**config.mk**
```make
export PLATFORM = sky130hd
export DESIGN_NAME = isf_core
export DESIGN_NICKNAME = d
export VERILOG_FILES = /design/src/rtl/isf_pkg.sv /design/src/rtl/isf_pin_sync.sv /design/src/rtl/isf_core.sv
export SDC_FILE = /design/constraint.sdc
export NUM_CORES = 1
export LEC_CHECK = 0
export BUFFER_PORTS_ARGS = -buffer_cell sky130_fd_sc_hd__buf_4
export CAP_MARGIN = 0
export CORE_UTILIZATION = 55
export CTS_BUF_LIST = sky130_fd_sc_hd__clkbuf_4
export DETAILED_ROUTE_END_ITERATION = 16
export GPL_TIMING_DRIVEN = 1
export PLACE_DENSITY_LB_ADDON = 0.05
export SLEW_MARGIN = 20
export SYNTH_ARGS = -nofsm -noshare
export SYNTH_HDL_FRONTEND = slang
export SYNTH_SLANG_ARGS = --single-unit
```
**constraint.sdc**
```tcl
create_clock -name core_clk_i -period 1.6 [get_ports core_clk_i]
set_input_delay 0.32 -clock core_clk_i [delete_from_list [all_inputs] [get_ports core_clk_i]]
set_output_delay 0.32 -clock core_clk_i [all_outputs]
set_load 0.05 [all_outputs]
```
**src/rtl/isf_pkg.sv**
```systemverilog
// constants and types shared by the i2c status flag block
package isf_pkg;

	localparam int ADDR_W = 4;
	localparam int DATA_W = 8;

	// register word addresses on the plain register port
	localparam logic [3:0] ADDR_STATUS_ONE = 4'h0;
	localparam logic [3:0] ADDR_STATUS_TWO = 4'h1;
	localparam logic [3:0] ADDR_CTRL = 4'h2;
	localparam logic [3:0] ADDR_BYTE_BUF = 4'h3;

	// control register fields
	localparam int CTRL_W = 4;
	localparam int CTRL_UNIT_ON = 0;
	localparam int CTRL_IRQ_EN = 1;
	localparam int CTRL_GC_EN = 2;
	localparam int CTRL_ACK = 3;
	localparam int CTRL_START = 4;
	localparam logic [3:0] CTRL_RST = 4'h0;

	// status_one fields
	localparam int S1_START_GEN = 0;
	localparam int S1_MS = 1;
	localparam int S1_BYTE_DONE = 3;

	// status_two fields
	localparam int S2_GEN_CALL = 0;
	localparam int S2_BUS_ERR = 1;
	localparam int S2_ARB_LOST = 2;
	localparam int S2_STOP_SEEN = 3;
	localparam int S2_NO_REPLY = 4;
	localparam logic [7:0] STATUS_TWO_RST = 8'h00;

	// bit slot counter: 0 after an ack slot, 8 marks the ack slot itself
	localparam logic [3:0] CNT_RST = 4'h0;
	localparam logic [3:0] SLOT_LAST_DATA = 4'h7;
	localparam logic [3:0] SLOT_ACK = 4'h8;
	localparam logic [3:0] SLOT_FRAME_EDGE = 4'h1;

	localparam logic [7:0] GEN_CALL_ADDR = 8'h00;
	localparam logic PIN_IDLE = 1'b1;
	localparam logic [2:0] SYNC_RST = 3'h7;

	typedef enum logic {
		BUS_IDLE,
		BUS_ACTIVE
	} isf_bus_t;

endpackage

```
**src/rtl/isf_pin_sync.sv**
```systemverilog
// three-stage synchroniser with edge pulses for one bus pin
`timescale 1ns/1ps
module isf_pin_sync (
	input wire logic core_clk_i,
	input wire logic sys_rst_i,
	input wire logic pin_i,
	output logic level_o,
	output logic rise_o,
	output logic fall_o
);

	logic [2:0] sync_ff;
	logic [2:0] nxt_sync_ff;
	logic level_ff;
	logic nxt_level_ff;
	logic rise_ff;
	logic nxt_rise_ff;
	logic fall_ff;
	logic nxt_fall_ff;

	// a change counts only once stages two and three agree
	always_comb begin
		nxt_sync_ff = {sync_ff[1:0], pin_i};
		nxt_level_ff = (sync_ff[1] == sync_ff[2]) ? sync_ff[2] : level_ff;
		nxt_rise_ff = nxt_level_ff & ~level_ff;
		nxt_fall_ff = ~nxt_level_ff & level_ff;
	end

	always_ff @(posedge core_clk_i or posedge sys_rst_i) begin
		if (sys_rst_i) begin
			sync_ff <= isf_pkg::SYNC_RST;
			level_ff <= isf_pkg::PIN_IDLE;
			rise_ff <= 1'b0;
			fall_ff <= 1'b0;
		end else begin
			sync_ff <= nxt_sync_ff;
			level_ff <= nxt_level_ff;
			rise_ff <= nxt_rise_ff;
			fall_ff <= nxt_fall_ff;
		end
	end

	assign level_o = level_ff;
	assign rise_o = rise_ff;
	assign fall_o = fall_ff;

endmodule

```
**src/rtl/isf_core.sv**
```systemverilog
// status flag logic of a multimaster i2c interface with its register port
// Overview of operation
// - master_slave_flag sets when software requests a transfer, reads 1 as master.
// - master_slave_flag clears on a bus stop or on lost arbitration.
// - turning unit_on off clears every flag here, master_slave_flag too.
// - start_generated_flag sets once our start is on the bus; interrupt if enabled.
// - start_generated_flag clears after a status_one read then byte_buffer write, or when unit_on is off.
// - status_two bits 7 to 5 always read zero.
// - no_reply_flag sets when the ack slot passes unacknowledged; interrupt if enabled.
// - reading status_two clears no_reply, stop, arbitration and bus error flags.
// - no_reply_flag never holds the clock line low.
// - slave with acks on sets stop_detected_flag on stop after ack; no stretch.
// - arbitration_lost_flag sets when another master wins; interrupt, no stretch.
// - an arbitration loss drops the unit back to slave operation.
// - no arbitration is performed during the acknowledge bit.
// - bus_error_flag sets on a misplaced start or stop; interrupt, no stretch.
// - slave sets general_call_flag on general call address while enabled.
// - general_call_flag clears on stop; reading status_two leaves it.
// - clock line is held low while byte_done_flag is set and unit_on is on.
`timescale 1ns/1ps
module isf_core (
	input wire logic core_clk_i,
	input wire logic sys_rst_i,
	input wire logic [3:0] reg_addr_i,
	input wire logic [7:0] reg_wdata_i,
	input wire logic reg_wr_i,
	input wire logic reg_rd_i,
	output logic [7:0] reg_rdata_o,
	input wire logic scl_i,
	output logic scl_o,
	output logic scl_oe_n_o,
	input wire logic sda_i,
	input wire logic byte_done_i,
	input wire logic tx_active_i,
	input wire logic tx_bit_i,
	output logic irq_o
);

	logic [3:0] ctrl_ff;
	logic [3:0] nxt_ctrl_ff;
	logic ms_ff;
	logic nxt_ms_ff;
	logic start_gen_ff;
	logic nxt_start_gen_ff;
	logic start_arm_ff;
	logic nxt_start_arm_ff;
	logic no_reply_ff;
	logic nxt_no_reply_ff;
	logic stop_seen_ff;
	logic nxt_stop_seen_ff;
	logic arb_lost_ff;
	logic nxt_arb_lost_ff;
	logic bus_err_ff;
	logic nxt_bus_err_ff;
	logic gen_call_ff;
	logic nxt_gen_call_ff;
	isf_pkg::isf_bus_t bus_ff;
	isf_pkg::isf_bus_t nxt_bus_ff;
	logic [3:0] cnt_ff;
	logic [3:0] nxt_cnt_ff;
	logic [7:0] shift_ff;
	logic [7:0] nxt_shift_ff;
	logic first_ff;
	logic nxt_first_ff;
	logic ack_ff;
	logic nxt_ack_ff;
	logic hold_ff;
	logic nxt_hold_ff;
	logic [7:0] rdata_ff;
	logic [7:0] nxt_rdata_ff;

	logic scl_lvl;
	logic scl_rise;
	logic sda_lvl;
	logic sda_rise;
	logic sda_fall;
	logic unit_on;
	logic wr_ctrl;
	logic wr_buf;
	logic rd_one;
	logic rd_two;
	logic begin_wr;
	logic start_det;
	logic stop_det;
	logic busy;
	logic ack_slot;
	logic start_gen_set;
	logic no_reply_set;
	logic stop_seen_set;
	logic arb_lost_set;
	logic bus_err_set;
	logic gen_call_set;

	function automatic logic acc_hit(input logic [3:0] addr, input logic [3:0] reg_a,
			input logic strobe);
		acc_hit = strobe && (addr == reg_a);
	endfunction

	isf_pin_sync u_scl_sync (
		.core_clk_i(core_clk_i),
		.sys_rst_i(sys_rst_i),
		.pin_i(scl_i),
		.level_o(scl_lvl),
		.rise_o(scl_rise),
		.fall_o()
	);

	isf_pin_sync u_sda_sync (
		.core_clk_i(core_clk_i),
		.sys_rst_i(sys_rst_i),
		.pin_i(sda_i),
		.level_o(sda_lvl),
		.rise_o(sda_rise),
		.fall_o(sda_fall)
	);

	assign unit_on = ctrl_ff[isf_pkg::CTRL_UNIT_ON];
	assign wr_ctrl = acc_hit(reg_addr_i, isf_pkg::ADDR_CTRL, reg_wr_i);
	assign wr_buf = acc_hit(reg_addr_i, isf_pkg::ADDR_BYTE_BUF, reg_wr_i);
	assign rd_one = acc_hit(reg_addr_i, isf_pkg::ADDR_STATUS_ONE, reg_rd_i);
	assign rd_two = acc_hit(reg_addr_i, isf_pkg::ADDR_STATUS_TWO, reg_rd_i);
	assign begin_wr = wr_ctrl && unit_on && reg_wdata_i[isf_pkg::CTRL_START]
		&& reg_wdata_i[isf_pkg::CTRL_UNIT_ON];

	// bus conditions seen on the synchronised pins
	assign start_det = sda_fall && scl_lvl;
	assign stop_det = sda_rise && scl_lvl;
	assign busy = (bus_ff == isf_pkg::BUS_ACTIVE);
	assign ack_slot = scl_rise && busy && (cnt_ff == isf_pkg::SLOT_ACK);

	// flag set events
	assign start_gen_set = start_det && ms_ff;
	assign no_reply_set = ack_slot && sda_lvl && tx_active_i;
	assign stop_seen_set = stop_det && !ms_ff && ctrl_ff[isf_pkg::CTRL_ACK] && ack_ff;
	assign arb_lost_set = scl_rise && busy && ms_ff && tx_active_i && tx_bit_i && !sda_lvl
		&& (cnt_ff != isf_pkg::SLOT_ACK);
	assign bus_err_set = (start_det || stop_det) && busy
		&& (cnt_ff > isf_pkg::SLOT_FRAME_EDGE);
	assign gen_call_set = scl_rise && busy && first_ff && !ms_ff
		&& ctrl_ff[isf_pkg::CTRL_GC_EN]
		&& (cnt_ff == isf_pkg::SLOT_LAST_DATA)
		&& ({shift_ff[6:0], sda_lvl} == isf_pkg::GEN_CALL_ADDR);

	// bus tracking runs whether or not the unit is on
	always_comb begin
		nxt_bus_ff = bus_ff;
		nxt_cnt_ff = cnt_ff;
		nxt_shift_ff = shift_ff;
		nxt_first_ff = first_ff;
		nxt_ack_ff = ack_ff;
		if (scl_rise) begin
			nxt_shift_ff = {shift_ff[6:0], sda_lvl};
		end
		if (start_det) begin
			nxt_bus_ff = isf_pkg::BUS_ACTIVE;
			nxt_cnt_ff = isf_pkg::CNT_RST;
			nxt_first_ff = 1'b1;
			nxt_ack_ff = 1'b0;
		end else if (stop_det) begin
			nxt_bus_ff = isf_pkg::BUS_IDLE;
			nxt_cnt_ff = isf_pkg::CNT_RST;
			nxt_first_ff = 1'b0;
		end else if (scl_rise && busy) begin
			if (cnt_ff == isf_pkg::SLOT_ACK) begin
				nxt_cnt_ff = isf_pkg::CNT_RST;
				nxt_first_ff = 1'b0;
				nxt_ack_ff = ~sda_lvl;
			end else begin
				nxt_cnt_ff = cnt_ff + 4'h1;
			end
		end
	end

	// flags: a set in the same cycle as its clear wins, except against unit_on off, which clears them all
	always_comb begin
		nxt_ctrl_ff = wr_ctrl ? reg_wdata_i[3:0] : ctrl_ff;
		nxt_ms_ff = (ms_ff && !(stop_det || arb_lost_set)) || begin_wr;
		nxt_start_gen_ff = (start_gen_ff && !(wr_buf && start_arm_ff)) || start_gen_set;
		nxt_start_arm_ff = start_arm_ff;
		if (rd_one && start_gen_ff) begin
			nxt_start_arm_ff = 1'b1;
		end else if (wr_buf || !start_gen_ff) begin
			nxt_start_arm_ff = 1'b0;
		end
		nxt_no_reply_ff = (no_reply_ff && !rd_two) || no_reply_set;
		nxt_stop_seen_ff = (stop_seen_ff && !rd_two) || stop_seen_set;
		nxt_arb_lost_ff = (arb_lost_ff && !rd_two) || arb_lost_set;
		nxt_bus_err_ff = (bus_err_ff && !rd_two) || bus_err_set;
		nxt_gen_call_ff = (gen_call_ff && !stop_det) || gen_call_set;
		if (!unit_on) begin
			nxt_ms_ff = 1'b0;
			nxt_start_gen_ff = 1'b0;
			nxt_start_arm_ff = 1'b0;
			nxt_no_reply_ff = 1'b0;
			nxt_stop_seen_ff = 1'b0;
			nxt_arb_lost_ff = 1'b0;
			nxt_bus_err_ff = 1'b0;
			nxt_gen_call_ff = 1'b0;
		end
		// only byte_done and the start flag stretch the clock
		nxt_hold_ff = unit_on && (byte_done_i || start_gen_ff);
	end

	// read data stand only in the cycle after the read strobe
	always_comb begin
		nxt_rdata_ff = 8'h00;
		if (reg_rd_i) begin
			case (reg_addr_i)
				isf_pkg::ADDR_STATUS_ONE: begin
					nxt_rdata_ff[isf_pkg::S1_BYTE_DONE] = byte_done_i;
					nxt_rdata_ff[isf_pkg::S1_MS] = ms_ff;
					nxt_rdata_ff[isf_pkg::S1_START_GEN] = start_gen_ff;
				end
				isf_pkg::ADDR_STATUS_TWO: begin
					nxt_rdata_ff[isf_pkg::S2_NO_REPLY] = no_reply_ff;
					nxt_rdata_ff[isf_pkg::S2_STOP_SEEN] = stop_seen_ff;
					nxt_rdata_ff[isf_pkg::S2_ARB_LOST] = arb_lost_ff;
					nxt_rdata_ff[isf_pkg::S2_BUS_ERR] = bus_err_ff;
					nxt_rdata_ff[isf_pkg::S2_GEN_CALL] = gen_call_ff;
				end
				isf_pkg::ADDR_CTRL: begin
					nxt_rdata_ff = {4'h0, ctrl_ff};
				end
				default: begin
					nxt_rdata_ff = 8'h00;
				end
			endcase
		end
	end

	always_ff @(posedge core_clk_i or posedge sys_rst_i) begin
		if (sys_rst_i) begin
			ctrl_ff <= isf_pkg::CTRL_RST;
			ms_ff <= 1'b0;
			start_gen_ff <= 1'b0;
			start_arm_ff <= 1'b0;
			no_reply_ff <= 1'b0;
			stop_seen_ff <= 1'b0;
			arb_lost_ff <= 1'b0;
			bus_err_ff <= 1'b0;
			gen_call_ff <= 1'b0;
			bus_ff <= isf_pkg::BUS_IDLE;
			cnt_ff <= isf_pkg::CNT_RST;
			shift_ff <= isf_pkg::STATUS_TWO_RST;
			first_ff <= 1'b0;
			ack_ff <= 1'b0;
			hold_ff <= 1'b0;
			rdata_ff <= isf_pkg::STATUS_TWO_RST;
		end else begin
			ctrl_ff <= nxt_ctrl_ff;
			ms_ff <= nxt_ms_ff;
			start_gen_ff <= nxt_start_gen_ff;
			start_arm_ff <= nxt_start_arm_ff;
			no_reply_ff <= nxt_no_reply_ff;
			stop_seen_ff <= nxt_stop_seen_ff;
			arb_lost_ff <= nxt_arb_lost_ff;
			bus_err_ff <= nxt_bus_err_ff;
			gen_call_ff <= nxt_gen_call_ff;
			bus_ff <= nxt_bus_ff;
			cnt_ff <= nxt_cnt_ff;
			shift_ff <= nxt_shift_ff;
			first_ff <= nxt_first_ff;
			ack_ff <= nxt_ack_ff;
			hold_ff <= nxt_hold_ff;
			rdata_ff <= nxt_rdata_ff;
		end
	end

	assign reg_rdata_o = rdata_ff;
	assign scl_o = 1'b0;
	assign scl_oe_n_o = ~hold_ff;
	assign irq_o = ctrl_ff[isf_pkg::CTRL_IRQ_EN]
		&& (start_gen_ff || no_reply_ff || stop_seen_ff || arb_lost_ff || bus_err_ff);
endmodule

```
=== Yosys cells after proc, flatten, opt, wreduce, memory -nomap -nowiden ===
Cells that the tools add are included.

* Register bits: 43
* Bits of input ports: 21
* Output and inout port bits: 11

* Add/subtract/negate cells: 1
* $lt $le $gt $ge: 1
* Eq/ne operators: 10
* Multiplexer cells: 31
* Bitwise logic cells: 7
* Reduce and logical (&&, ||, !) cells: 71

{| class="wikitable"
|+ Operators with widths
! kind !! count
|-
| $logic_and A1 B1 Y1 || 40
|-
| $mux W1 || 23
|-
| $mux W4 || 4
|-
| $logic_or A1 B1 Y1 || 15
|-
| $eq A4 B2 Y1 const B || 2
|-
| $logic_not A8 Y1 || 1
|-
| $logic_not A1 Y1 || 7
|-
| $pmux W2 S3 || 1
|-
| $reduce_bool A2 Y1 || 3
|-
| $reduce_bool A3 Y1 || 2
|-
| $mux W5 || 1
|-
| $add A4 B1 Y4 const B || 1
|-
| $eq A4 B1 Y1 const B || 1
|-
| $eq A4 B3 Y1 const B || 1
|-
| $eq A4 B4 Y1 const B || 1
|-
| $gt A4 B1 Y1 const B || 1
|-
| $logic_not A4 Y1 || 1
|-
| $ne A4 B4 Y1 const B || 1
|-
| $not A1 Y1 || 4
|-
| $and A1 B1 Y1 || 3
|-
| $ne A3 B1 Y1 const B || 1
|-
| $pmux W1 S3 || 1
|-
| $reduce_and A3 Y1 || 1
|-
| $eq A1 B1 Y1 || 2
|-
| 3 further kinds || 3
|}

=== Logic depth before layout (Yosys ltp) ===
* Depth after elaboration: 11
* Mapped depth: 5
* Gate-level depth less buffers: 5

=== By module ===
From an unflattened synthesis, not the netlist that was laid out.

* Cell total of the unflattened synthesis: 161
* Area total of the unflattened synthesis: 1905.6 um^2

{| class="wikitable"
|+ Modules (own cells, without submodules)
! module !! instances !! cells an instance !! area an instance (um^2)
|-
| isf_core || 1 || 141 || 1530.2
|-
| isf_pin_sync || 2 || 10 || 187.7
|}

=== Worst setup path after synthesis ===
Ideal clock, no wire load.

* Path kind: flip-flop to output port
* Start point: register stop_seen_ff
* End point: output irq_o
* Arrival: 1.218 ns
* Data required time: 1.280 ns
* Path slack: 0.062 ns
* Cell stages (with the launch flop): 3
* Cell sequence: dfrtp_1 -> or4_1 -> o21a_1

* Word-level cells in the longest chain between the ends: 4

{| class="wikitable"
|+ Ends and longest elaborated chain
! element !! line !! text
|-
| start: declaration || isf_core.sv:49 || <nowiki>logic stop_seen_ff;</nowiki>
|-
| start signal: assignment || isf_core.sv:255 || <nowiki>stop_seen_ff <= nxt_stop_seen_ff;</nowiki>
|-
| $logic_or A1 B1 Y1 (3 in series) || isf_core.sv:273 || <nowiki>&& (start_gen_ff || no_reply_ff || stop_seen_ff || arb_lost_ff || bus_err_ff);</nowiki>
|-
| $logic_and A1 B1 Y1 || isf_core.sv:273 ||
|-
| end: declaration || isf_core.sv:36 || <nowiki>output logic irq_o</nowiki>
|}

Every way passes these cells.

=== Final worst setup path ===
* Start point: register arb_lost_ff
* End point: output irq_o

* Word-level cells in the longest chain between the ends: 3

{| class="wikitable"
|+ Ends and longest elaborated chain
! element !! line !! text
|-
| start: declaration || isf_core.sv:51 || <nowiki>logic arb_lost_ff;</nowiki>
|-
| start signal: assignment || isf_core.sv:256 || <nowiki>arb_lost_ff <= nxt_arb_lost_ff;</nowiki>
|-
| $logic_or A1 B1 Y1 (2 in series) || isf_core.sv:273 ||
|-
| $logic_and A1 B1 Y1 || isf_core.sv:273 ||
|}

Every way passes these cells.

==> metrics <==
RSZ-0062 raised after global routing=yes; DP Area=2150 um2; P&R area growth vs syn=17.5%; Final Cycle Share=121%; Sink Count=43; Initial Util=60.2%; Layout Cells excl Fill=242; Synth top area share=46.2%; Die W=60.7 um; Hold Worst Slack=0.0650 ns; failing checks=setup timing; # DRC=0; Final Max Slew Viols=0; Largest stage delay, worst path=0.51 ns; largest net degree at the start of global routing=18; via count of the first global-routing pass=1224; final setup violation count=1; TritonCTS buffer count=5; mean post-synth cell area=11.7 um2; critical path peak fanout=2; final net count=221; asr flop ratio synth=100%; CP Cell Sequence=or4_1 > o21a_1 > buf_6; CP max-delay cell=or4_1; Power Internal=1660 uW; Arr. time, crit path=1.61 ns; Synth area leaders=dfrtp_1, dfstp_2, mux2_2; max cap viols=0; Setup crit end kind=output port; clock group share of total power=21.5%; post-synth cell types=46; Fmax=0.519 GHz; status=finished, violations left; Initial DRC Count=61; cell with the most instances after synthesis=dfrtp_1; fillcell total=260; Die H=60.7 um; CTS tree=built; final worst slack=-0.328 ns; core area=3150 um2; Seq/Total Area, Yosys=57.3%; Final Hold Violating Endpoints=0; peak supply drop=0.839 mV; worst path required time=1.28 ns; site row count=20; post-layout minimum cycle time=1.93 ns; drt via density=5.43; Switch Pwr=695 uW; Root Driver=clkbuf_4; Seq pwr share=59.3%; initial antenna violation count=0; wire length of the first global-routing pass=5.70 mm; H-tree depth=2; post-DR wirelength/cell=13.7 um; YS warnings=0; placed cell count=232; Post-Syn Area=1900 um2; Max Root-Sink Buffers=2; Storage cell area=1090 um2; power share of the combinational group=19.1%; most area-hungry cell type in the Yosys netlist=dfrtp_1; total die area=3690 um2; GRT Total Usage=21.6%; switch share=29.6%; Leakage=0.00104 uW; Clock transition at path regs=0.13 ns; fraction of layout cells with a size suffix above 1=34.8%; setup_tns=-0.328 ns; Multi-input gate area=746 um2; Mapped Cells=162; HPWL after DPL=2.47 mm; kind of critical path=flop to output port; Vias=1315; Worst Skew=0.0112 ns; crit start category=flop; I/O Buffers=24; Clock Latency Late Sink=0.35 ns; final wirelength=3.30 mm; Post-synth EDFFs=0; grt total ovfl=0; Ant. Diodes=0; pwr dens=1050 nW/um2; dpl ws=0.0617 ns; top cells by count, synth=dfrtp_1, nand2_1, mux2_2, dfstp_2, a21oi_1; Yosys reg bits=43; ys flop type=dfrtp_1; Pre-antenna DRT Iters=4; design area=2230 um2; RD Place Congestion=0.818; Top Ports=32; hold crit path type=input port to flop; post-route ant nets=0
power groups by stage:
stage / clock [uW] / combinational [uW] / sequential [uW]
6_report: 506 / 449 / 1390
5_1_grt: 573 / 499 / 1420
4_1_cts: 531 / 436 / 1400
3_5_place_dp: 0 / 432 / 1420
3_3_place_gp: 0 / 413 / 1410
2_1_floorplan: 0 / 336 / 1370
cell usage in the layout, fill, tap and decap left out, types with 3 or more instances in the layout:
master    instances
nor4b_1           3
dfrtp_1          35
and3_1            3
buf_4            32
nand3_1           5
a21oi_1           7
o21a_1            3
inv_1             6
nand2_1          22
o21ai_0           5
nor2_1            5
conb_1            4
dfstp_2           8
or2_2             3
mux2i_1           3
clkbuf_4          5
mux2_2           11
what timing repair did:
item / in CTS / in global routing
endpoints found under the setup margin: 1 / 3
hold endpoints to repair: 3 / 0
resized for setup: 1 / 2
pin swaps: 0 / 1
hold buffers: 1 / 0
buffers inserted: 0 / 1
final timing paths:
path                                            startpoint  slack [ns]                              end  cells after the start
max in group asynchronous                        sys_rst_i        0.50         reg_rdata_o[1]$_DFF_PP0_                      4
min in group asynchronous                        sys_rst_i        0.51           ctrl_ff[1]$_DFFE_PP0N_                      3
hold reg to reg            u_sda_sync.sync_ff[0]$_DFF_PP1_        0.37  u_sda_sync.sync_ff[1]$_DFF_PP1_                      0
hold / removal                                       sda_i        0.06  u_sda_sync.sync_ff[0]$_DFF_PP1_                      1
setup reg to reg                     cnt_ff[1]$_DFFE_PP0P_        0.07               ack_ff$_DFFE_PP0P_                      5
setup / recovery                     arb_lost_ff$_DFF_PP0_       -0.33                            irq_o                      3
metal layers:
metal	track usage (%)	up-vias	routed length, um
met4	7.79	0	48
met1	30.1	634	1560
li1	-	642	-
met5	0	-	0
met3	6.40	6	154
met2	32.5	33	1540
cells by family (layout without fill, tap and decap cells):
kind of cell | count (synthesis) | after routing | share of synthesized area (%)
other cells | 1 | 4 | 0.198
fa+ha+maj | 3 | 3 | 1.98
mux | 14 | 14 | 8.11
compound gates | 31 | 31 | 11.9
simple gates | 55 | 55 | 16.3
flops | 43 | 43 | 57.3
buf+inv | 15 | 48 | 4.22
final cells by class:
type | instances | area share, %
flip-flops and latches | 43 | 48.7
multi-input cells | 107 | 33.5
repair buffers | 34 | 11.7
well taps | 44 | 2.47
clock buffers | 5 | 1.68
inverters | 6 | 1.01
clock inverters | 3 | 0.898
worst max-delay path: cells and delay by family, from the launching register on:
| kind | cells | cell delay [ns] |
|---|---|---|
| simple gates | 1 | 0.51 |
| flops | 1 | 0.40 |
| compound gates | 1 | 0.20 |
| buf+inv | 1 | 0.15 |
sequential cells by signal, summed over array words and instances (netlist names), 3 cells and up:
signal,cells
shift_ff,7
reg_rdata_o,5
cnt_ff,4
ctrl_ff,4
u_scl_sync.sync_ff,3
u_sda_sync.sync_ff,3
stage by stage:
stage               total power, uW  util, %
floorplan                      1710        -
global placement               1820     68.1
detailed placement             1850     68.1
CTS                            2370     70.3
global route                   2500     70.7
finish                         2350     70.7
No activity file was read; power rests on OpenSTA's default activity.
